<file path="src/hdl/dfp_defines.vh">
// constants for the dsx-1 port failure policy block
// assumes inclusion by bare name from the hdl files
`ifndef DFP_DEFINES_VH
`define DFP_DEFINES_VH
// line coding values
`define DFP_CODE_AMI 1'b0
`define DFP_CODE_B8ZS 1'b1
`define DFP_CODE_RST 1'b1
// equalization ranges, 0-133 up to 533-655 feet
`define DFP_EQ_0_133 3'h0
`define DFP_EQ_133_266 3'h1
`define DFP_EQ_266_399 3'h2
`define DFP_EQ_399_533 3'h3
`define DFP_EQ_533_655 3'h4
`define DFP_EQ_MAX 3'h4
// error rate threshold, exponent 4..9 meaning 1e-4..1e-9
`define DFP_EXP_MIN 4'h4
`define DFP_EXP_MAX 4'h9
// clock source
`define DFP_CLK_INTERNAL 1'b0
`define DFP_CLK_RECOVERED 1'b1
// dsl rate below which the recovered clock is forced, kbps
`define DFP_RATE_FORCE_KBPS 12'h610
// copy target codes
`define DFP_TGT_P1 2'h0
`define DFP_TGT_P2 2'h1
`define DFP_TGT_ALL 2'h2
// config word fields
`define DFP_CFG_W 10
`define DFP_CFG_CODE 0
`define DFP_CFG_EQ_LO 1
`define DFP_CFG_EQ_HI 3
`define DFP_CFG_EXP_LO 4
`define DFP_CFG_EXP_HI 7
`define DFP_CFG_AIS 8
`define DFP_CFG_ONES 9
`define DFP_CFG_RST 10'h341
`endif

</file>
<file path="src/hdl/dfp_line_code.v">
// ami / b8zs line coder for one dsx-1 port
// assumes one bit per clk when bit_valid, codes chosen per port
`timescale 1ns/10ps
`include "dfp_defines.vh"
module dfp_line_code (
  clk,
  reset_n,
  b8zs_en,
  bit_valid,
  tx_bit,
  tx_pos_ff,
  tx_neg_ff,
  rx_pos,
  rx_neg,
  rx_bit_ff
);
  input wire clk;
  input wire reset_n;
  input wire b8zs_en;
  input wire bit_valid;
  input wire tx_bit;
  output reg tx_pos_ff;
  output reg tx_neg_ff;
  input wire rx_pos;
  input wire rx_neg;
  output reg rx_bit_ff;

  reg [7:0] dly_ff;
  reg last_pol_ff;
  reg [2:0] sub_cnt_ff;
  reg [7:0] rx_pat_ff;
  reg [2:0] rx_pol_ff;
  reg nxt_pol;
  reg nxt_pos;
  reg nxt_neg;
  reg [2:0] nxt_sub;

  ////////////////////////////////////////////////////////////////////
  // encoder: marks alternate, eight zeros replaced by 000VB0VB
  always @* begin
    nxt_pol = last_pol_ff;
    nxt_pos = 1'b0;
    nxt_neg = 1'b0;
    nxt_sub = sub_cnt_ff;
    if (sub_cnt_ff != 3'h0) begin
      // slots 2..8 of the substitution: 0 0 V B 0 V B
      nxt_sub = sub_cnt_ff - 3'h1;
      case (sub_cnt_ff)
        3'h5, 3'h2: begin
          nxt_pos = last_pol_ff;
          nxt_neg = ~last_pol_ff;
        end
        3'h4, 3'h1: begin
          nxt_pos = ~last_pol_ff;
          nxt_neg = last_pol_ff;
          nxt_pol = ~last_pol_ff;
        end
        default: begin
          nxt_pos = 1'b0;
        end
      endcase
    end else if (dly_ff[7]) begin
      nxt_pol = ~last_pol_ff;
      nxt_pos = ~last_pol_ff;
      nxt_neg = last_pol_ff;
    end else if (b8zs_en && dly_ff == 8'h00) begin
      nxt_sub = 3'h7; // eight zeros queued, slot 1 goes out as zero
    end
  end

  // eight-bit delay shows a whole zero run before its first slot is sent
  always @(posedge clk or negedge reset_n) begin
    if (!reset_n) begin
      dly_ff <= 8'h00;
      last_pol_ff <= 1'b0;
      sub_cnt_ff <= 3'h0;
      tx_pos_ff <= 1'b0;
      tx_neg_ff <= 1'b0;
    end else if (bit_valid) begin
      dly_ff <= {dly_ff[6:0], tx_bit};
      last_pol_ff <= nxt_pol;
      sub_cnt_ff <= nxt_sub;
      tx_pos_ff <= nxt_pos;
      tx_neg_ff <= nxt_neg;
    end
  end

  ////////////////////////////////////////////////////////////////////
  // decoder window; plain ami alternates slots 5 and 7, b8zs repeats them
  wire [7:0] rx_win = {rx_pat_ff[6:0], rx_pos | rx_neg};
  wire rx_sub = b8zs_en && rx_win == 8'h1B && rx_pol_ff[2] == rx_pol_ff[0];

  // decoder: any pulse is a one, b8zs pattern 000VB0VB restored to zeros
  always @(posedge clk or negedge reset_n) begin
    if (!reset_n) begin
      rx_pat_ff <= 8'h00;
      rx_pol_ff <= 3'h0;
      rx_bit_ff <= 1'b0;
    end else if (bit_valid) begin
      rx_pat_ff <= rx_sub ? 8'h00 : rx_win;
      rx_pol_ff <= {rx_pol_ff[1:0], rx_pos};
      rx_bit_ff <= rx_pat_ff[7];
    end
  end
endmodule

</file>
<file path="src/hdl/dfp_err_rate.v">
// excessive error rate monitor for one port
// assumes crc_err and bit_valid are single-cycle pulses on clk
`timescale 1ns/10ps
`include "dfp_defines.vh"
module dfp_err_rate #(
  parameter WIN_BITS = 40
) (
  clk,
  reset_n,
  thr_exp,
  bit_valid,
  crc_err,
  exceeded_ff
);
  input wire clk;
  input wire reset_n;
  input wire [3:0] thr_exp;
  input wire bit_valid;
  input wire crc_err;
  output reg exceeded_ff;

  reg [WIN_BITS-1:0] bits_ff;
  reg [WIN_BITS-1:0] errs_ff;

  // ten to the power of the exponent, bits per allowed error
  function [WIN_BITS-1:0] pow10;
    input [3:0] e;
    begin
      case (e)
        4'h4: pow10 = 40'd10000;
        4'h5: pow10 = 40'd100000;
        4'h6: pow10 = 40'd1000000;
        4'h7: pow10 = 40'd10000000;
        4'h8: pow10 = 40'd100000000;
        4'h9: pow10 = 40'd1000000000;
        default: pow10 = 40'd10000;
      endcase
    end
  endfunction

  wire [WIN_BITS-1:0] period = pow10(thr_exp);

  ////////////////////////////////////////////////////////////////////
  // measurement period of 10^n bits; flag holds until a period ends low
  always @(posedge clk or negedge reset_n) begin
    if (!reset_n) begin
      bits_ff <= {WIN_BITS{1'b0}};
      errs_ff <= {WIN_BITS{1'b0}};
      exceeded_ff <= 1'b0;
    end else begin
      if (bit_valid && bits_ff >= period - 1'b1) begin
        bits_ff <= {WIN_BITS{1'b0}};
        errs_ff <= {WIN_BITS{1'b0}};
        // rate = errs/bits >= 1/10^n, i.e. at least one error
        exceeded_ff <= (errs_ff + crc_err) != 0;
      end else begin
        if (bit_valid)
          bits_ff <= bits_ff + 1'b1;
        if (crc_err && errs_ff != {WIN_BITS{1'b1}})
          errs_ff <= errs_ff + 1'b1;
        if (crc_err && errs_ff != 0)
          exceeded_ff <= 1'b1; // reached early within period
      end
    end
  end
endmodule

</file>
<file path="src/hdl/dfp_port_policy.v">
// dsx-1 port failure policy: coding, error rate, failure substitution,
// clock source and configuration copy for a number of tributary ports
// assumes line, status and enable pins are asynchronous and synchronised here; config, copy and clock inputs are used unsynchronised
// Operation
// - each port codes and decodes the line with ami or b8zs as configured.
// - each port holds one of five equalization ranges, reset to the shortest.
// - the error threshold is selectable from 1e-4 to 1e-9, reset to 1e-4.
// - crc failures over bits in a period decide the excessive error condition.
// - with ais enabled, network signal or frame loss sends ais to the dsx-1.
// - with a substitution disabled the failed signal passes through unchanged.
// - with all-ones enabled, dsx-1 signal or framing loss sends ones to network.
// - primary clock is the internal oscillator or the recovered dsx-1 clock.
// - below 1552 kbps in line role the recovered clock is forced.
// - a copy replaces a target port's config (one, two or all) from a source.
// - copy-then-increment advances the target port number by one.
// - a copy never touches the peer address or circuit identifier.
// - a disabled port raises no alarm, keeps its lamp off and takes no config.
`timescale 1ns/10ps
`include "dfp_defines.vh"
module dfp_port_policy #(
  parameter NPORT = 2
) (
  clk,
  reset_n,
  port_enable,
  cfg_wr,
  cfg_port,
  cfg_data,
  copy_go,
  copy_incr,
  copy_src,
  copy_tgt,
  copy_busy_ff,
  copy_tgt_ff,
  line_side_control_role,
  dsl_rate_kbps,
  clk_src_req,
  clk_src_ff,
  bit_valid,
  frame_start,
  net_rx_bit,
  dsx_tx_pos_ff,
  dsx_tx_neg_ff,
  dsx_rx_pos,
  dsx_rx_neg,
  net_tx_bit_ff,
  crc_err,
  net_signal_loss,
  frame_alignment_lost,
  dsx_signal_loss,
  framing_loss,
  cfg_ff,
  error_rate_exceeded_ff,
  ais_active_ff,
  ones_active_ff,
  lamp_on_ff
);
  input wire clk;
  input wire reset_n;
  input wire [NPORT-1:0] port_enable;
  input wire cfg_wr;
  input wire [1:0] cfg_port;
  input wire [`DFP_CFG_W-1:0] cfg_data;
  input wire copy_go;
  input wire copy_incr;
  input wire [1:0] copy_src;
  input wire [1:0] copy_tgt;
  output reg copy_busy_ff;
  output reg [1:0] copy_tgt_ff;
  input wire line_side_control_role;
  input wire [11:0] dsl_rate_kbps;
  input wire clk_src_req;
  output reg clk_src_ff;
  input wire [NPORT-1:0] bit_valid;
  input wire [NPORT-1:0] frame_start;
  input wire [NPORT-1:0] net_rx_bit;
  output wire [NPORT-1:0] dsx_tx_pos_ff;
  output wire [NPORT-1:0] dsx_tx_neg_ff;
  input wire [NPORT-1:0] dsx_rx_pos;
  input wire [NPORT-1:0] dsx_rx_neg;
  output reg [NPORT-1:0] net_tx_bit_ff;
  input wire [NPORT-1:0] crc_err;
  input wire [NPORT-1:0] net_signal_loss;
  input wire [NPORT-1:0] frame_alignment_lost;
  input wire [NPORT-1:0] dsx_signal_loss;
  input wire [NPORT-1:0] framing_loss;
  output reg [NPORT*`DFP_CFG_W-1:0] cfg_ff;
  output reg [NPORT-1:0] error_rate_exceeded_ff;
  output reg [NPORT-1:0] ais_active_ff;
  output reg [NPORT-1:0] ones_active_ff;
  output reg [NPORT-1:0] lamp_on_ff;

  // copy machine states
  localparam [2:0] ST_IDLE = 3'b001;
  localparam [2:0] ST_COPY = 3'b010;
  localparam [2:0] ST_DONE = 3'b100;

  reg [2:0] state_ff;
  reg [1:0] src_ff;
  reg incr_ff;

  // pin synchronisers, two stages
  reg [NPORT*6-1:0] pin_s1_ff;
  reg [NPORT*6-1:0] pin_s2_ff;
  reg [NPORT*5-1:0] ctl_s1_ff;
  reg [NPORT*5-1:0] ctl_s2_ff;

  // decode a target code into a per-port hit mask
  function [NPORT-1:0] tgt_mask;
    input [1:0] code;
    integer k;
    begin
      for (k = 0; k < NPORT; k = k + 1)
        tgt_mask[k] = (code == `DFP_TGT_ALL) || (code == k[1:0]);
    end
  endfunction

  // sanitise a config word: out-of-range equalization and threshold fields fall back to reset defaults
  function [`DFP_CFG_W-1:0] clean_cfg;
    input [`DFP_CFG_W-1:0] w;
    begin
      clean_cfg = w;
      if (w[`DFP_CFG_EQ_HI:`DFP_CFG_EQ_LO] > `DFP_EQ_MAX)
        clean_cfg[`DFP_CFG_EQ_HI:`DFP_CFG_EQ_LO] = `DFP_EQ_0_133;
      if (w[`DFP_CFG_EXP_HI:`DFP_CFG_EXP_LO] < `DFP_EXP_MIN ||
          w[`DFP_CFG_EXP_HI:`DFP_CFG_EXP_LO] > `DFP_EXP_MAX)
        clean_cfg[`DFP_CFG_EXP_HI:`DFP_CFG_EXP_LO] = `DFP_EXP_MIN;
    end
  endfunction

  // ports written by the copy in progress
  wire [NPORT-1:0] copy_hit = tgt_mask(copy_tgt_ff);

  ////////////////////////////////////////////////////////////////////
  // synchronise line pins and failure status from outside
  always @(posedge clk or negedge reset_n) begin
    if (!reset_n) begin
      pin_s1_ff <= {NPORT*6{1'b0}};
      pin_s2_ff <= {NPORT*6{1'b0}};
      ctl_s1_ff <= {NPORT*5{1'b0}};
      ctl_s2_ff <= {NPORT*5{1'b0}};
    end else begin
      pin_s1_ff <= {dsx_rx_pos, dsx_rx_neg, net_signal_loss, frame_alignment_lost,
                    dsx_signal_loss, framing_loss};
      pin_s2_ff <= pin_s1_ff;
      ctl_s1_ff <= {port_enable, crc_err, net_rx_bit, bit_valid, frame_start};
      ctl_s2_ff <= ctl_s1_ff;
    end
  end

  wire [NPORT-1:0] rx_pos_s = pin_s2_ff[6*NPORT-1:5*NPORT];
  wire [NPORT-1:0] rx_neg_s = pin_s2_ff[5*NPORT-1:4*NPORT];
  wire [NPORT-1:0] nlos_s = pin_s2_ff[4*NPORT-1:3*NPORT];
  wire [NPORT-1:0] noof_s = pin_s2_ff[3*NPORT-1:2*NPORT];
  wire [NPORT-1:0] dlos_s = pin_s2_ff[2*NPORT-1:NPORT];
  wire [NPORT-1:0] dlof_s = pin_s2_ff[NPORT-1:0];
  wire [NPORT-1:0] en_s = ctl_s2_ff[5*NPORT-1:4*NPORT];
  wire [NPORT-1:0] crc_s = ctl_s2_ff[4*NPORT-1:3*NPORT];
  wire [NPORT-1:0] nrx_s = ctl_s2_ff[3*NPORT-1:2*NPORT];
  wire [NPORT-1:0] bv_s = ctl_s2_ff[2*NPORT-1:NPORT];
  wire [NPORT-1:0] fs_s = ctl_s2_ff[NPORT-1:0];

  ////////////////////////////////////////////////////////////////////
  // copy sequencer: latch source port and target, then write every enabled target
  always @(posedge clk or negedge reset_n) begin
    if (!reset_n) begin
      state_ff <= ST_IDLE;
      copy_busy_ff <= 1'b0;
      copy_tgt_ff <= `DFP_TGT_P2;
      src_ff <= `DFP_TGT_P1;
      incr_ff <= 1'b0;
    end else begin
      case (state_ff)
        ST_IDLE: begin
          if (copy_go) begin
            src_ff <= (copy_src == `DFP_TGT_P2) ? `DFP_TGT_P2 : `DFP_TGT_P1;
            copy_tgt_ff <= copy_tgt;
            incr_ff <= copy_incr;
            copy_busy_ff <= 1'b1;
            state_ff <= ST_COPY;
          end
        end
        ST_COPY: begin
          state_ff <= ST_DONE;
        end
        ST_DONE: begin
          // step to the next port, wrap back to the first
          if (incr_ff && copy_tgt_ff != `DFP_TGT_ALL)
            copy_tgt_ff <= (copy_tgt_ff == NPORT - 1) ? `DFP_TGT_P1 :
                           copy_tgt_ff + 2'h1;
          copy_busy_ff <= 1'b0;
          state_ff <= ST_IDLE;
        end
        default: begin
          state_ff <= ST_IDLE;
          copy_busy_ff <= 1'b0;
        end
      endcase
    end
  end

  ////////////////////////////////////////////////////////////////////
  // clock source: only in line role; forced recovered at low dsl rates
  always @(posedge clk or negedge reset_n) begin
    if (!reset_n)
      clk_src_ff <= `DFP_CLK_INTERNAL;
    else if (line_side_control_role) begin
      if (dsl_rate_kbps < `DFP_RATE_FORCE_KBPS)
        clk_src_ff <= `DFP_CLK_RECOVERED;
      else
        clk_src_ff <= clk_src_req;
    end
  end

  ////////////////////////////////////////////////////////////////////
  // per-port datapath and policy
  genvar g;
  generate
    for (g = 0; g < NPORT; g = g + 1) begin : g_port
      wire [`DFP_CFG_W-1:0] my_cfg = cfg_ff[g*`DFP_CFG_W +: `DFP_CFG_W];
      wire [`DFP_CFG_W-1:0] src_cfg = cfg_ff[src_ff[0]*`DFP_CFG_W +: `DFP_CFG_W];
      wire dec_bit;
      wire rate_hit;
      wire net_fail = nlos_s[g] | noof_s[g];
      wire dsx_fail = dlos_s[g] | dlof_s[g];
      reg ais_pend_ff;
      reg ones_pend_ff;

      // configuration store, locked while the port is disabled
      always @(posedge clk or negedge reset_n) begin
        if (!reset_n)
          cfg_ff[g*`DFP_CFG_W +: `DFP_CFG_W] <= `DFP_CFG_RST;
        else if (en_s[g]) begin
          if (state_ff == ST_COPY && copy_hit[g])
            cfg_ff[g*`DFP_CFG_W +: `DFP_CFG_W] <= src_cfg;
          else if (cfg_wr && cfg_port == g)
            cfg_ff[g*`DFP_CFG_W +: `DFP_CFG_W] <= clean_cfg(cfg_data);
        end
      end

      // coder toward dsx-1 sends ais (all ones) when active
      dfp_line_code u_code (
        .clk(clk),
        .reset_n(reset_n),
        .b8zs_en(my_cfg[`DFP_CFG_CODE]),
        .bit_valid(bv_s[g]),
        .tx_bit(nrx_s[g] | ais_active_ff[g]),
        .tx_pos_ff(dsx_tx_pos_ff[g]),
        .tx_neg_ff(dsx_tx_neg_ff[g]),
        .rx_pos(rx_pos_s[g]),
        .rx_neg(rx_neg_s[g]),
        .rx_bit_ff(dec_bit)
      );

      dfp_err_rate u_err (
        .clk(clk),
        .reset_n(reset_n),
        .thr_exp(my_cfg[`DFP_CFG_EXP_HI:`DFP_CFG_EXP_LO]),
        .bit_valid(bv_s[g]),
        .crc_err(crc_s[g]),
        .exceeded_ff(rate_hit)
      );

      // substitution begins on the next frame, ends on recovery
      always @(posedge clk or negedge reset_n) begin
        if (!reset_n) begin
          ais_pend_ff <= 1'b0;
          ones_pend_ff <= 1'b0;
          ais_active_ff[g] <= 1'b0;
          ones_active_ff[g] <= 1'b0;
          net_tx_bit_ff[g] <= 1'b0;
          error_rate_exceeded_ff[g] <= 1'b0;
          lamp_on_ff[g] <= 1'b0;
        end else begin
          ais_pend_ff <= net_fail & my_cfg[`DFP_CFG_AIS] & en_s[g];
          ones_pend_ff <= dsx_fail & my_cfg[`DFP_CFG_ONES] & en_s[g];
          if (!ais_pend_ff)
            ais_active_ff[g] <= 1'b0;
          else if (fs_s[g])
            ais_active_ff[g] <= 1'b1;
          if (!ones_pend_ff)
            ones_active_ff[g] <= 1'b0;
          else if (fs_s[g])
            ones_active_ff[g] <= 1'b1;
          net_tx_bit_ff[g] <= ones_active_ff[g] | dec_bit;
          error_rate_exceeded_ff[g] <= rate_hit & en_s[g];
          lamp_on_ff[g] <= en_s[g];
        end
      end
    end
  endgenerate
endmodule

</file>
<file path="config.mk">
export PLATFORM = sky130hd
export DESIGN_NAME = dfp_port_policy
export DESIGN_NICKNAME = d
export VERILOG_FILES = /design/src/hdl/dfp_line_code.v /design/src/hdl/dfp_err_rate.v /design/src/hdl/dfp_port_policy.v
export VERILOG_INCLUDE_DIRS = /design/src /design/src/hdl
export SDC_FILE = /design/constraint.sdc
export NUM_CORES = 1
export LEC_CHECK = 0
export ABC_AREA = 1
export ABC_CLOCK_PERIOD_IN_PS = 3750
export BUFFER_PORTS_ARGS = -buffer_cell sky130_fd_sc_hd__buf_4
export CAP_MARGIN = 10
export CORE_ASPECT_RATIO = 1.2
export CORE_MARGIN = 2
export CORE_UTILIZATION = 30
export CTS_BUF_LIST = sky130_fd_sc_hd__clkbuf_4
export CTS_CLUSTER_DIAMETER = 100
export DETAILED_ROUTE_END_ITERATION = 6
export SETUP_SLACK_MARGIN = 0.5
export SLEW_MARGIN = 30
export SYNTH_ARGS = -nofsm -noshare
export SYNTH_HDL_FRONTEND = slang
export SYNTH_SLANG_ARGS = --single-unit
</file>
<file path="constraint.sdc">
create_clock -name clk -period 3.75 [get_ports clk]
set_clock_uncertainty 0.1 [all_clocks]
set_input_delay 0.5625 -clock clk [delete_from_list [all_inputs] [get_ports clk]]
set_output_delay 0.5625 -clock clk [all_outputs]
set_load 0.05 [all_outputs]
</file>
=== Word-level counts from Yosys, hierarchy flattened ===
Index checks and enable logic that the tools add are counted.

* Word-level logic and storage cells: 250
* Bits in registers: 301
* Output and inout port bits: 38
* Input bits: 57

* Shifts and indexed selects: 1
* Bitwise logic cells: 23
* Add/sub/neg operators: 11
* $mul: 1
* Reductions and logical operators: 56
* Order comparisons: 6
* Mux-type cells: 62
* Equal/unequal tests: 42

{| class="wikitable"
|+ Operators by type and width
! cell !! number
|-
| $mux W40 || 8
|-
| $pmux W30 S5 || 2
|-
| $add A40 B1 Y40 const B || 4
|-
| $reduce_bool A40 Y1 || 4
|-
| $add A40 B1 Y40 || 2
|-
| $ge A40 B40 Y1 || 2
|-
| $ne A40 B40 Y1 const B || 2
|-
| $sub A30 B1 Y31 const B || 2
|-
| $mux W10 || 4
|-
| $mux W1 || 27
|-
| $reduce_bool A2 Y1 || 13
|-
| $eq A4 B3 Y1 const B || 6
|-
| $mux W3 || 8
|-
| $ne A2 B2 Y1 const B || 11
|-
| $shiftx A20 B6 Y10 || 1
|-
| $logic_and A1 B1 Y1 || 17
|-
| $eq A4 B4 Y1 const B || 4
|-
| $eq A8 B5 Y1 const B || 2
|-
| $logic_not A8 Y1 || 2
|-
| $mux W8 || 2
|-
| $eq A3 B3 Y1 const B || 5
|-
| $reduce_and A3 Y1 || 5
|-
| $lt A12 B11 Y1 const B || 1
|-
| $and A1 B1 Y1 || 10
|-
| 23 further kinds || 58
|}

=== Logic depth before layout (Yosys ltp) ===
Gate-level depths: netlist of the first run.

* Word-level depth: 6
* Gate-level depth with buffers: 23
* Mapped depth without buffers: 23

=== Modules after synthesis ===
Synthesis of the first run repeated with hierarchy kept, for this count alone.

* Cells, all modules: 2720
* Area, all modules: 19645.1 sq um

{| class="wikitable"
|+ Modules (own cells, without submodules)
! module !! times used !! seq. area each (sq um) !! area each (sq um) !! cells an instance
|-
| dfp_err_rate || 2 || 2026.9 || 6905.4 || 1044
|-
| dfp_port_policy || 1 || 2189.6 || 3301.9 || 312
|-
| dfp_line_code || 2 || 650.6 || 1266.2 || 160
|}

=== Worst setup path before layout of the first run ===
OpenSTA, ideal clock, no wires.

* Path kind: register to register
* Start point: register cfg_ff[14] (netlist: g_port[1].my_cfg[4])
* End point: register g_port[1].u_err.errs_ff[22]
* Data arrival time: 3.203 ns
* Period minus slack after synthesis: 3.435 ns
* Path slack: 0.315 ns
* Library setup time: 0.132 ns
* Buffers on the path: 1
* Stages on the path, launching flop included: 17
* Data required time: 3.518 ns
* Cell sequence: dfrtp_1 -> inv_1 -> nor3_1 -> nor2_1 -> nand2_1 -> nand2_1 -> ha_1 -> nand2_1 -> nor2_1 -> nand3_1 -> nor2_1 -> nand3_1 -> nand3_1 -> nand2_1 -> inv_2 -> buf_1 -> nor2_1

* Word-level cells in the longest chain between the ends: 6
* Elaborated cells between the ends (all ways): 11
* Classes of those cells: add/sub (1); order compare (1); eq/ne (5); mux (2); reduce/logical (2)

{| class="wikitable"
|+ RTL lines
! what !! line !! RTL
|-
| start: declaration || dfp_port_policy.v:87 || <nowiki>output reg [NPORT*`DFP_CFG_W-1:0] cfg_ff;</nowiki>
|-
| start signal: indexed assignment || dfp_port_policy.v:232 || <nowiki>cfg_ff[g*`DFP_CFG_W +: `DFP_CFG_W] <= `DFP_CFG_RST;</nowiki>
|-
| start signal: indexed assignment || dfp_port_policy.v:235 || <nowiki>cfg_ff[g*`DFP_CFG_W +: `DFP_CFG_W] <= src_cfg;</nowiki>
|-
| start signal: indexed assignment || dfp_port_policy.v:237 || <nowiki>cfg_ff[g*`DFP_CFG_W +: `DFP_CFG_W] <= clean_cfg(cfg_data);</nowiki>
|-
| $eq A4 B4 Y1 / $eq A4 B3 Y1 (equally long branches) || dfp_err_rate.v:29 || <nowiki>case (e)</nowiki>
|-
| $pmux W30 S5 (*) || dfp_err_rate.v:29 ||
|-
| $sub A30 B1 Y31 (*) || dfp_err_rate.v:51 || <nowiki>if (bit_valid && bits_ff >= period - 1'b1) begin</nowiki>
|-
| $ge A40 B40 Y1 (*) || dfp_err_rate.v:51 ||
|-
| $logic_and A1 B1 Y1 (*) || dfp_err_rate.v:51 ||
|-
| $mux W40 / $reduce_bool A2 Y1 (equally long branches) || - ||
|-
| end signal: assignment || dfp_err_rate.v:48 || <nowiki>errs_ff <= {WIN_BITS{1'b0}};</nowiki>
|-
| end signal: assignment || dfp_err_rate.v:53 || <nowiki>errs_ff <= {WIN_BITS{1'b0}};</nowiki>
|-
| end signal: assignment || dfp_err_rate.v:60 || <nowiki>errs_ff <= errs_ff + 1'b1;</nowiki>
|-
| end: declaration || dfp_err_rate.v:23 || <nowiki>reg [WIN_BITS-1:0] errs_ff;</nowiki>
|}

Mark *: on every way between the ends. The rest lies on a longest branch, timed or not.
A chain may end at the register's enable or synchronous reset.

=== Final worst setup path of the first run ===
* Start point: register cfg_ff[16] (netlist: g_port[1].my_cfg[6])
* End point: register g_port[1].u_err.errs_ff[36]

The elaborated chain is that of the path after synthesis.

==> run metrics, run 1 <==
Tcrit/Tclk final 80.72%; Hold Path Class in2async; vias in the first global route approximately 17000; critical setup path kind reg2reg; crit end category register; RSZ-0062 raised after global routing false; largest net degree at the start of global routing 92; Final Hold Viols 0; first-pass iteration count of the detailed router 7; wire per inst between 10 and 15 microns; fin util 36.53%; synthesized cell area roughly 0.019 sq mm; H-tree depth 3; leading area contributor after synthesis dfrtp_1; drt drc 0; fin area 0.02263 sq mm; CTS tree built; Row Count 100; fillcell total 6543; largest cells by area after synthesis dfrtp_1, nand2_1, nor2_1; outcome finished clean; critical path peak fanout 10; area grow syn2layout 20.54%; Pwr Density a little under 600 mW/mm^2; dominant register cell in the synthesized netlist dfrtp_1; clock root cell clkbuf_4; dpl cell area 0.02063 sq mm; GPL Wtd Cong 0.9524; Req. time, crit path 4.34 ns; grt ovf 0; initial core utilization about 30%; Worst Max-Slew Pin Slew 0.8624 ns; Worst setup SP type register; Yosys top cell area share 38.79%; Distinct cells, synth 52; DRT Wirelength 55300 microns; Final setup violation count 0; TritonCTS Buffers 88; initial antenna violation count 1; Arrival @ worst endpoint 3.62 ns; dpl hpwl 40600 microns; CORE AREA roughly 0.062 sq mm; end of the worst register-to-register path g_port[1].u_err.errs_ff[36]; die area 0.06460 sq mm; Post-synth EDFFs 0; CTS clk-pin slew, worst paths 0.06 ns; Max Cap Viol 0; Yosys warning total 0; Slew Viols, Final 0; Final Worst Setup Slack 0.7231 ns; VDD IR max ~330 uV; worst r2r path cells 20; DR vias/cell 4.769; antenna viol nets, final 0; Reg-to-Reg Start g_port[1].my_cfg[6]; minimum clock period 3.027 ns; TritonCTS sink count 301; Gate Count Post-Synth roughly 2600; Peak Freq between 300 and 400 MHz; sequential area share after synthesis 40.19%; setup TNS 0 ns; vias 17636; Max Root-Sink Buffers 3; die width 232.4 microns; clk_lat worst skew 0.86 ns; number of port buffers 90; Place WS 0.2821 ns; first-pass GRT wire length 88040 microns; DRT iter0 DRCs about 1100; reg-to-reg slack, setup 0.72 ns; Total GRT Usage 17.14%; Yosys reg bits 301; ys async rst share 100.0%; leakage 10.26 nW; Mean Syn Cell Area 7.304 sq um; DIE HEIGHT 278.0 microns; Layout Nets about 3000; max_slew headroom 42.51%; share of cells above drive strength 1 about an eighth; num ports 95
[stage by stage]
step                std cells  hold slack (ns)  power [mW]
global route             3698           0.1655       14.20
floorplan                2589           0.1669       7.987
finish                   3698           0.1688       13.12
detailed placement       3479           0.2347       9.494
global placement         3479           0.2325       9.422
CTS                      3689           0.1005       13.15
[what timing repair did]
action,CTS,global route
hold buffers,45,0
gates cloned,1,2
setup buffers,0,5
pin swaps,0,4
setup endpoints to repair,124,143
endpoints found under the hold margin,136,0
gates resized for setup,12,39
[worst max-delay path, cell delays in order, from the launching register on]
cell     delay (ns)
dfstp_2        0.53
inv_1          0.07
nand2_1        0.12
nor3_2         0.06
nor2_1         0.18
nand2_2        0.14
nor2_4         0.13
nor2_1         0.06
ha_1           0.28
a21oi_1        0.14
o21a_1         0.12
nand2_1        0.07
nand2_1        0.06
nand2_1        0.04
nand2_1        0.06
nand3_2        0.10
nand2_4        0.13
buf_12         0.15
nand2_1        0.14
nand2_1        0.10
o21ai_0        0.07
[layout make-up]
class	count	area, sq um	share of cell area, %
timing repair buffer	175	1597	7.056
inverter	311	1185	5.237
clock buffer	120	900.9	3.981
multi-input combinational	1929	10050	44.42
tap	816	1021	4.512
antenna	2	5.005	0.02212
sequential	301	7548	33.36
clock inverter	44	319.1	1.410
[worst max-delay path by stage]
stage | start | end | depth (start not counted)
6_report | g_port[1].my_cfg[6] | g_port[1].u_err.errs_ff[36] | 20
5_1_grt | g_port[0].my_cfg[7] | g_port[0].u_err.errs_ff[13] | 19
4_1_cts | g_port[0].my_cfg[6] | g_port[0].u_err.bits_ff[11] | 16
3_5_place_dp | g_port[0].my_cfg[6] | g_port[0].u_err.errs_ff[1] | 18
3_3_place_gp | g_port[0].my_cfg[6] | g_port[0].u_err.errs_ff[30] | 18
2_1_floorplan | g_port[1].my_cfg[6] | g_port[1].u_err.errs_ff[22] | 18
[cell usage after synthesis, types with 2 or more instances]
library cell  count
inv_2            12
xnor2_1          16
or2_2             8
ha_1             93
a31oi_1           9
nor2_4            4
a21oi_1          78
o21ai_0         134
nand2_2           9
inv_1           296
dfstp_2          10
nor3_2            7
o21bai_1          2
clkinv_1          3
dfrtp_1         291
nor3b_1           3
nand4_1          90
xor2_1           94
nand2_1         641
clkbuf_1         25
and3_1            3
o21ai_1          10
buf_2            13
nor2_1          394
buf_4             6
buf_6             2
nand3_1         137
nand3b_1         12
o21a_1            7
o22ai_1           3
nor3_1           67
o31ai_1           3
a211oi_1          3
nor4_1           37
nor2_2           21
o211ai_1         11
[layer usage]
| metal | wire length (microns) | vias to the layer above | share of wire (%) | track usage [%] |
|---|---|---|---|---|
| li1 | - | 8891 | - | - |
| met1 | 23740 | 8153 | 43 | 21.15 |
| met2 | 26740 | 465 | 48 | 28.90 |
| met3 | 2768 | 127 | 5.0 | 2.941 |
| met4 | 2049 | 0 | 3.7 | 8.070 |
| met5 | 0 | - | 0 | 0 |
[state kept, by name, summed over array words and instances, names as in the netlist, 10 cells and up]
signal and flops:
ctl_s2_ff 10, g_port.my_cfg 20, g_port.u_code.rx_pat_ff 16, ctl_s1_ff 10, g_port.u_err.bits_ff 80, pin_s2_ff 12
g_port.u_err.errs_ff 80, pin_s1_ff 12, g_port.u_code.dly_ff 16
[cells in the final DEF (no fill, tap or decap), types with 9 or more instances in the layout]
master	netlist	routed
nand2_1	641	636
nor2_1	394	387
inv_1	296	294
dfrtp_1	291	288
nand3_1	137	135
o21ai_0	134	131
clkbuf_4	0	120
buf_4	6	115
xor2_1	94	94
ha_1	93	93
nand4_1	90	90
a21oi_1	78	76
nor3_1	67	61
dlygate4sd3_1	0	45
nor4_1	37	34
clkinv_1	3	32
nor2_2	21	26
conb_1	1	20
xnor2_1	16	16
inv_2	12	12
nand3b_1	12	12
nand2_2	9	11
o211ai_1	11	11
o21ai_1	10	11
dfstp_2	10	10
nor3_2	7	9
a31oi_1	9	9
[logic make-up after synthesis]
kind of cell / after synthesis / synth area share, %
buffers and inverters: 359 / 7.472
AND/OR/NAND/NOR: 1439 / 33.29
AO/OA/AOI/OAI: 267 / 7.692
flip-flops: 301 / 40.19
adder cells (fa/ha/maj): 93 / 6.199
XOR/XNOR: 110 / 5.132
other: 1 / 0.01998
[where the power goes]
group / total (mW) / switching, mW / internal (mW)
registers: 5.00 / 0.996 / 4.01
logic: 4.71 / 2.96 / 1.75
clock network: 3.42 / 1.57 / 1.85
total: 13.1 / 5.52 / 7.60
(Power assumes the default switching activity.)
==> inputs of run 2 (changes only) <==
--- a/config.mk
+++ b/config.mk
@@ -7,7 +7,7 @@
 export NUM_CORES = 1
 export LEC_CHECK = 0
 export ABC_AREA = 1
-export ABC_CLOCK_PERIOD_IN_PS = 3750
+export ABC_CLOCK_PERIOD_IN_PS = 2700
 export BUFFER_PORTS_ARGS = -buffer_cell sky130_fd_sc_hd__buf_4
 export CAP_MARGIN = 10
 export CORE_ASPECT_RATIO = 1.2
==> constraint.sdc (replaced) <==
create_clock -name clk -period 2.7 [get_ports clk]
set_clock_uncertainty 0.1 [all_clocks]
set_input_delay 0.405 -clock clk [delete_from_list [all_inputs] [get_ports clk]]
set_output_delay 0.405 -clock clk [all_outputs]
set_load 0.05 [all_outputs]
==> run 2 against run 1 <==
Compared with the run above: the flow now finishes with violations (negative setup slack); non-clock buffer count rose by 154; clock power grew 33%; die area is the same; sequential power up 39%; first-iteration DRC count grew 11%; register-to-register slack worse by 1.0 ns; sequential cell count stayed put; fmax is 0.59% higher; core utilization is 4.2 points higher; cell count up 4.0%; critical path type unchanged.
==> run metrics, run 2 (same netlist as run 1, synthesis figures left out) <==
Slew Viols, Final 0 (unchanged); vias 18442 (+4.6%); outcome finished with violations; Max Root-Sink Buffers 3 (unchanged); grt ovf 0 (unchanged); reg-to-reg slack, setup -0.31 ns (-1.03 ns); Total GRT Usage 18.74% (+1.6 points); CP startpoint g_port[0].my_cfg[6]; initial antenna violation count 1 (unchanged); TritonCTS sink count 301 (unchanged); fin util 40.70% (+4.2 points); vias in the first global route 18369 (+6.9%); VDD IR max 415.0 uV (+24%); TritonCTS Buffers 87 (-1.1%); area grow syn2layout 34.28%; minimum clock period 3.009 ns (-0.01762 ns); GPL Wtd Cong 0.9879 (+3.7%); leakage 11.19 nW (+9.1%); end of the worst register-to-register path g_port[0].u_err.bits_ff[27]; dpl hpwl 43430 microns (+7.0%); Final Hold Viols 0 (unchanged); DIE HEIGHT 278.0 microns (unchanged); Final Worst Setup Slack -0.3093 ns (-1.032 ns); Row Count 100 (unchanged); number of port buffers 90 (unchanged); share of cells above drive strength 1 22.89% (+9.9 points); wire per inst 15.46 microns (+3.4%); Req. time, crit path 3.38 ns (-0.96 ns); antenna viol nets, final 0 (unchanged); die width 232.4 microns (unchanged); worst r2r path cells 20 (unchanged); WHS Path Cells 2; CORE AREA 0.06193 sq mm (unchanged); clk_lat worst skew 0.87 ns (about the same); CTS clk-pin slew, worst paths 0.06 ns (about the same); Layout Nets 3110 (+5.2%); setup TNS -34.89 ns (-34.89 ns); initial core utilization 30.31% (unchanged); num ports 95 (unchanged); CTS tree built; critical setup path kind reg2reg; violated checks negative setup slack; most frequent cells in the layout nand2_1, nor2_1, dfrtp_1; most common cell after layout, fill and taps aside nand2_1; max_slew headroom 35.45% (-7.1 points); Arrival @ worst endpoint 3.69 ns (+0.07 ns); Worst Max-Slew Pin Slew 0.9608 ns (+0.09839 ns); clock root cell clkbuf_4; die area 0.06460 sq mm (unchanged); Max Cap Viol 0 (unchanged); RSZ-0062 raised after global routing true; CP Capture Point g_port[0].u_err.bits_ff[27]; Final setup violation count 161 (+161); DRT Wirelength 59450 microns (+7.5%); Pwr Density 803.9 mW/mm^2 (+39%); first-pass GRT wire length 96370 microns (+9.5%); Tcrit/Tclk final 111.5% (+31 points); Worst setup SP type register; crit end category register; DRT iter0 DRCs 1173 (+11%); H-tree depth 3 (unchanged); Peak Freq 332.3 MHz (+0.59%); DR vias/cell 4.796 (+0.57%); first-pass iteration count of the detailed router 5 (-2); largest net degree at the start of global routing 62 (-33%); critical path peak fanout 5 (-5); drt drc 0 (unchanged); Reg-to-Reg Start g_port[0].my_cfg[6]; Hold Path Class in2reg
run 2: cell types whose count changed in the layout (fill, tap and decap cells not counted), sizes merged, moves of 4 or more:
cell         before  now
clkinv           41   22
buf             127  271
bufinv            5    1
clkbuf          122  133
inv             308  313
dlygate4sd3      45   58
run 2: how the worst min path moves through the flow:
stage                                       start          endpoint  slack (ns)
after floorplan                           reset_n  ais_active_ff[0]       0.009
after global placement               ctl_s1_ff[2]      ctl_s2_ff[2]        0.23
after detailed placement             pin_s1_ff[0]      pin_s2_ff[0]        0.24
after CTS                           net_rx_bit[0]      ctl_s1_ff[4]      0.0002
after global routing      frame_alignment_lost[0]      pin_s1_ff[4]        0.05
final                               net_rx_bit[0]      ctl_s1_ff[4]         0.1
run 2: cell type report:
type	count	area, sq um
Antenna cell	1	2.502
Clock buffer	133	998.5
Clock inverter	24	167.7
Fill cell	6381	36730
Inverter	311	1190
Multi-Input combinational cell	1929	10920
Sequential cell	301	7556
Tap cell	816	1021
Timing Repair Buffer	329	3331
Timing Repair inverter	1	16.27
run 2: critical path, stage by stage (launching register included):
cell	delay, ns
dfstp_4	0.63
inv_2	0.05
nor2_4	0.09
inv_4	0.07
nor3_4	0.28
nor2_2	0.08
nor2_1	0.12
ha_1	0.26
a21oi_2	0.14
o21a_1	0.13
nand2_1	0.06
nand2_1	0.05
nand2_1	0.05
nand2_2	0.06
nand3_2	0.10
nand2_4	0.15
inv_8	0.06
buf_12	0.13
buf_6	0.11
buf_16	0.12
nor3_4	0.10
run 2: metal layers:
| layer | share of wire, % | GRT usage, % |
|---|---|---|
| met1 | 42 | 23.26 |
| met2 | 48 | 31.23 |
| met3 | 5.8 | 3.320 |
| met4 | 4.2 | 9.139 |
| met5 | 0 | 0 |
run 2: timing repair:
action	4_1_cts	5_1_grt
endpoints found under the setup margin	178	166
pin swaps	48	45
cloned	11	0
resized for setup	209	121
endpoints found under the hold margin	344	0
hold buffers	58	0
setup buffers	29	6
run 2: through the flow:
step | std cells | hold slack (ns) | worst slack, ns | power, mW | area (sq um)
3_5_place_dp | 3583 | 0.2355 | -0.3193 | 13.90 | 21670
6_report | 3845 | 0.09611 | -0.3093 | 20.26 | 25210
3_3_place_gp | 3583 | 0.2314 | -0.2609 | 13.83 | 21670
2_1_floorplan | 2589 | 0.009409 | -0.1459 | 11.35 | 19170
4_1_cts | 3838 | 0.0001883 | -0.2050 | 19.88 | 24660
5_1_grt | 3845 | 0.05148 | -0.4986 | 21.84 | 25210
run 2: power breakdown:
part | internal, mW | total [mW] | switching, mW | leakage (nW)
Combinational | 3.75 | 8.76 | 5.00 | 6.63
Sequential | 5.58 | 6.94 | 1.37 | 3.86
Clock | 2.37 | 4.56 | 2.19 | 0.699
Total | 11.7 | 20.3 | 8.56 | 11.2
==> inputs of run 3 (changes only) <==
--- a/config.mk
+++ b/config.mk
@@ -6,7 +6,6 @@
 export SDC_FILE = /design/constraint.sdc
 export NUM_CORES = 1
 export LEC_CHECK = 0
-export ABC_AREA = 1
 export ABC_CLOCK_PERIOD_IN_PS = 2700
 export BUFFER_PORTS_ARGS = -buffer_cell sky130_fd_sc_hd__buf_4
 export CAP_MARGIN = 10
==> run 3 against run 2 <==
Compared with the run above: the flow still finishes with violations (negative setup slack); fmax decreased by 11%; first-iteration DRC count is 14% lower; via count is 15% lower; worst setup slack worse by 0.36 ns; critical path depth is 2 lower; die area down 8.2%; clock power is 2% lower; global-route usage shrank 0.94 points; largest cell class unchanged; largest power group unchanged.
==> run metrics, run 3 <==
leading area contributor after synthesis dfrtp_1; dominant register cell in the synthesized netlist dfrtp_1; CORE AREA 0.05693 sq mm (-8.1%); Yosys warning total 0 (unchanged); grt ovf 0 (unchanged); DIE HEIGHT 266.3 microns (-4.2%); Max Cap Viol 0 (unchanged); M2 GR Usage 31.23% (about the same); Mean Syn Cell Area 9.224 sq um (+26%); DRT iter0 DRCs 1010 (-14%); Worst setup SP type register; initial core utilization 30.21% (-0.094 points); Pwr Density 937.9 mW/mm^2 (+17%); Final Hold Viols 0 (unchanged); Hold Path Class in2async; Tcrit/Tclk final 124.8% (+13 points); violated checks negative setup slack; synthesized cell area 0.01720 sq mm (-8.4%); drt drc 0 (unchanged); Gate Count Post-Synth 1865 (-27%); Switching Share 40.71% (-1.5 points); Arrival @ worst endpoint 3.94 ns (+0.25 ns); critical path peak fanout 6 (+1); Max stage delay on crit path 0.55 ns (-0.08 ns); DR vias/cell 4.995 (+4.1%); Synth top cells by count dfrtp_1, nor2_1, nand2_1, ha_1, a21oi_1; Yosys top cell area share 42.33% (+3.5 points); number of port buffers 90 (unchanged); met3 Use GR 3.705% (+0.39 points); H-tree depth 3 (unchanged); GRT busiest layer met2; Clock power frac 20.0% (-2.5 points); max_slew headroom 50.03% (+15 points); Peak Freq 296.7 MHz (-11%); Distinct cells, synth 79 (+52%); Worst path slowest cell dfstp_2; num ports 95 (unchanged); die width 222.6 microns (-4.2%); largest net degree at the start of global routing 68 (+9.7%); Layout Nets 2471 (-21%); clk_lat worst skew 0.81 ns (-0.06 ns); largest cells by area after synthesis dfrtp_1, ha_1, nor2_1; sequential share of power 33.0% (-1.3 points); met1 Use GR 20.70% (-2.6 points); critical setup path kind reg2reg; outcome finished with violations; Comb power frac 47.0% (+3.8 points); most common cell after layout, fill and taps aside buf_4; sequential area share after synthesis 43.86% (+3.7 points); Worst Max-Slew Pin Slew 0.7438 ns (-0.2170 ns); RSZ-0062 raised after global routing true; DRT Wirelength 52750 microns (-11%); wire per inst 16.85 microns (+9.0%); dpl hpwl 38080 microns (-12%); Critical Path, Cell by Cell nand2b_4, nor2_4, a21oi_2, or2_4, and2_4, inv_1, ha_1, nand4_1, a311oi_1, a21oi_1, nor4_1, o211ai_1, buf_4, buf_4, buf_6, and3_1, o21ai_0, o31ai_1; GPL Wtd Cong 0.9142 (-7.5%); area grow syn2layout 38.31%; TritonCTS Buffers 85 (-2.3%); Post-synth EDFFs 0 (unchanged); CTS tree built; CTS clk-pin slew, worst paths 0.07 ns (about the same); antenna viol nets, final 0 (unchanged); crit end category register; Internal 13.23 mW (+13%); most frequent cell after synthesis dfrtp_1; Place WS -0.5874 ns (-0.2681 ns); leakage 10.40 nW (-7.0%); Req. time, crit path 3.27 ns (-0.11 ns); Max Root-Sink Buffers 3 (unchanged); initial antenna violation count 2 (+1); TritonCTS sink count 301 (unchanged); Final Worst Setup Slack -0.6707 ns (-0.3614 ns); Row Count 96 (-4.0%); minimum clock period 3.371 ns (+0.3614 ns); ys async rst share 100.0% (unchanged); share of cells above drive strength 1 32.07% (+9.2 points); Slew Viols, Final 0 (unchanged); vias in the first global route 16389 (-11%); first-pass GRT wire length 84880 microns (-12%); VDD IR max 413.5 uV (-0.35%); most frequent cells in the layout buf_4, dfrtp_1, nor2_1; clock root cell clkbuf_4; vias 15635 (-15%); Total GRT Usage 17.80% (-0.94 points); die area 0.05928 sq mm (-8.2%); Yosys reg bits 301 (unchanged); switching power 9.084 mW (+6.2%); hold_ws 0.1152 ns (+0.01910 ns); Critical Path Most Common Cell buf_4; first-pass iteration count of the detailed router 5 (unchanged); Final setup violation count 162 (+0.62%)
run 3: cell count changes after synthesis, sizes merged, moves of 20 or more:
cell    change
nand2     -500
inv       -268
nor2      -146
o21ai      -79
nand3      -64
xnor2      +64
clkbuf     +42
and3       +39
mux2       +34
and2       +21
o22ai      +21
a21o       +20
run 3: metrics by stage:
step | area, sq um | std cells | setup TNS (ns) | util (%) | power, mW
final | 23790 | 3130 | -79.61 | 41.79 | 22.32
after global routing | 23790 | 3130 | -95.72 | 41.79 | 23.91
after CTS | 23270 | 3115 | -73.82 | 40.87 | 21.92
after detailed placement | 20800 | 2886 | -69.16 | 36.53 | 16.27
after global placement | 20800 | 2886 | -64.58 | 36.53 | 16.06
after floorplan | 17520 | 1884 | -67.72 | - | 12.65
run 3: worst paths after layout:
kind | cells past startpoint | to | start | slack, ns
max | 18 | g_port[0].u_err.bits_ff[5] | g_port[0].my_cfg[6] | -0.67
min | 2 | g_port[0].my_cfg[8] | reset_n | 0.12
max reg2reg | 18 | g_port[0].u_err.bits_ff[5] | g_port[0].my_cfg[6] | -0.67
min reg2reg | 0 | pin_s2_ff[10] | pin_s1_ff[10] | 0.24
max in group asynchronous | 4 | g_port[1].u_err.errs_ff[28] | reset_n | 1.80
min in group clk | 5 | g_port[1].my_cfg[5] | cfg_data[7] | 0.12
run 3: worst max-delay path: cells and delay by family, from the launching register on:
| family | cells | cell delay, ns |
|---|---|---|
| AO/OA/AOI/OAI | 6 | 0.96 |
| flip-flops | 1 | 0.55 |
| adder cells (fa/ha/maj) | 1 | 0.28 |
| buffers and inverters | 4 | 0.46 |
| AND/OR/NAND/NOR | 7 | 0.90 |
run 3: repair_timing:
action                                 in CTS  in global routing
pin swaps                                  25                 34
setup buffers                              22                  9
endpoints found under the hold margin     335                  0
gates resized for setup                   157                106
gates cloned                                5                  3
setup endpoints to repair                 185                190
hold buffers                               44                  0
run 3: cell type report:
class | instances | area, sq um
Multi-Input combinational cell | 1436 | 9920
Inverter | 42 | 161.4
Sequential cell | 301 | 7550
Fill cell | 5610 | 33140
Tap cell | 735 | 919.6
Clock buffer | 129 | 968.4
Antenna cell | 3 | 7.507
Timing Repair Buffer | 455 | 4078
Clock inverter | 29 | 188.9
run 3: metal layers:
metal / routed length (microns) / part of all wire, %
met4: 1954 / 3.7
met1: 21450 / 41
met2: 26720 / 51
met5: 0 / 0
met3: 2636 / 5.0
run 3: cell families (layout without fill, tap and decap cells):
group / Yosys count / count (layout) / synth area share, %
AOI/OAI and AO/OA: 283 / 283 / 10.26
muxes: 44 / 44 / 2.808
buffers and inverters: 147 / 655 / 3.738
xor gates and xnor gates: 161 / 161 / 8.197
adders and majority gates: 93 / 93 / 6.764
and+or+nand+nor: 835 / 835 / 24.35
DFF: 301 / 301 / 43.86
other: 1 / 23 / 0.02180
run 3: power groups by stage:
stage	logic (mW)	clock network, mW	registers, mW
2_1_floorplan	5.21	0	7.44
3_3_place_gp	8.71	0	7.35
3_5_place_dp	8.89	0	7.38
4_1_cts	9.92	4.68	7.32
5_1_grt	11.4	4.92	7.55
6_report	10.5	4.47	7.36
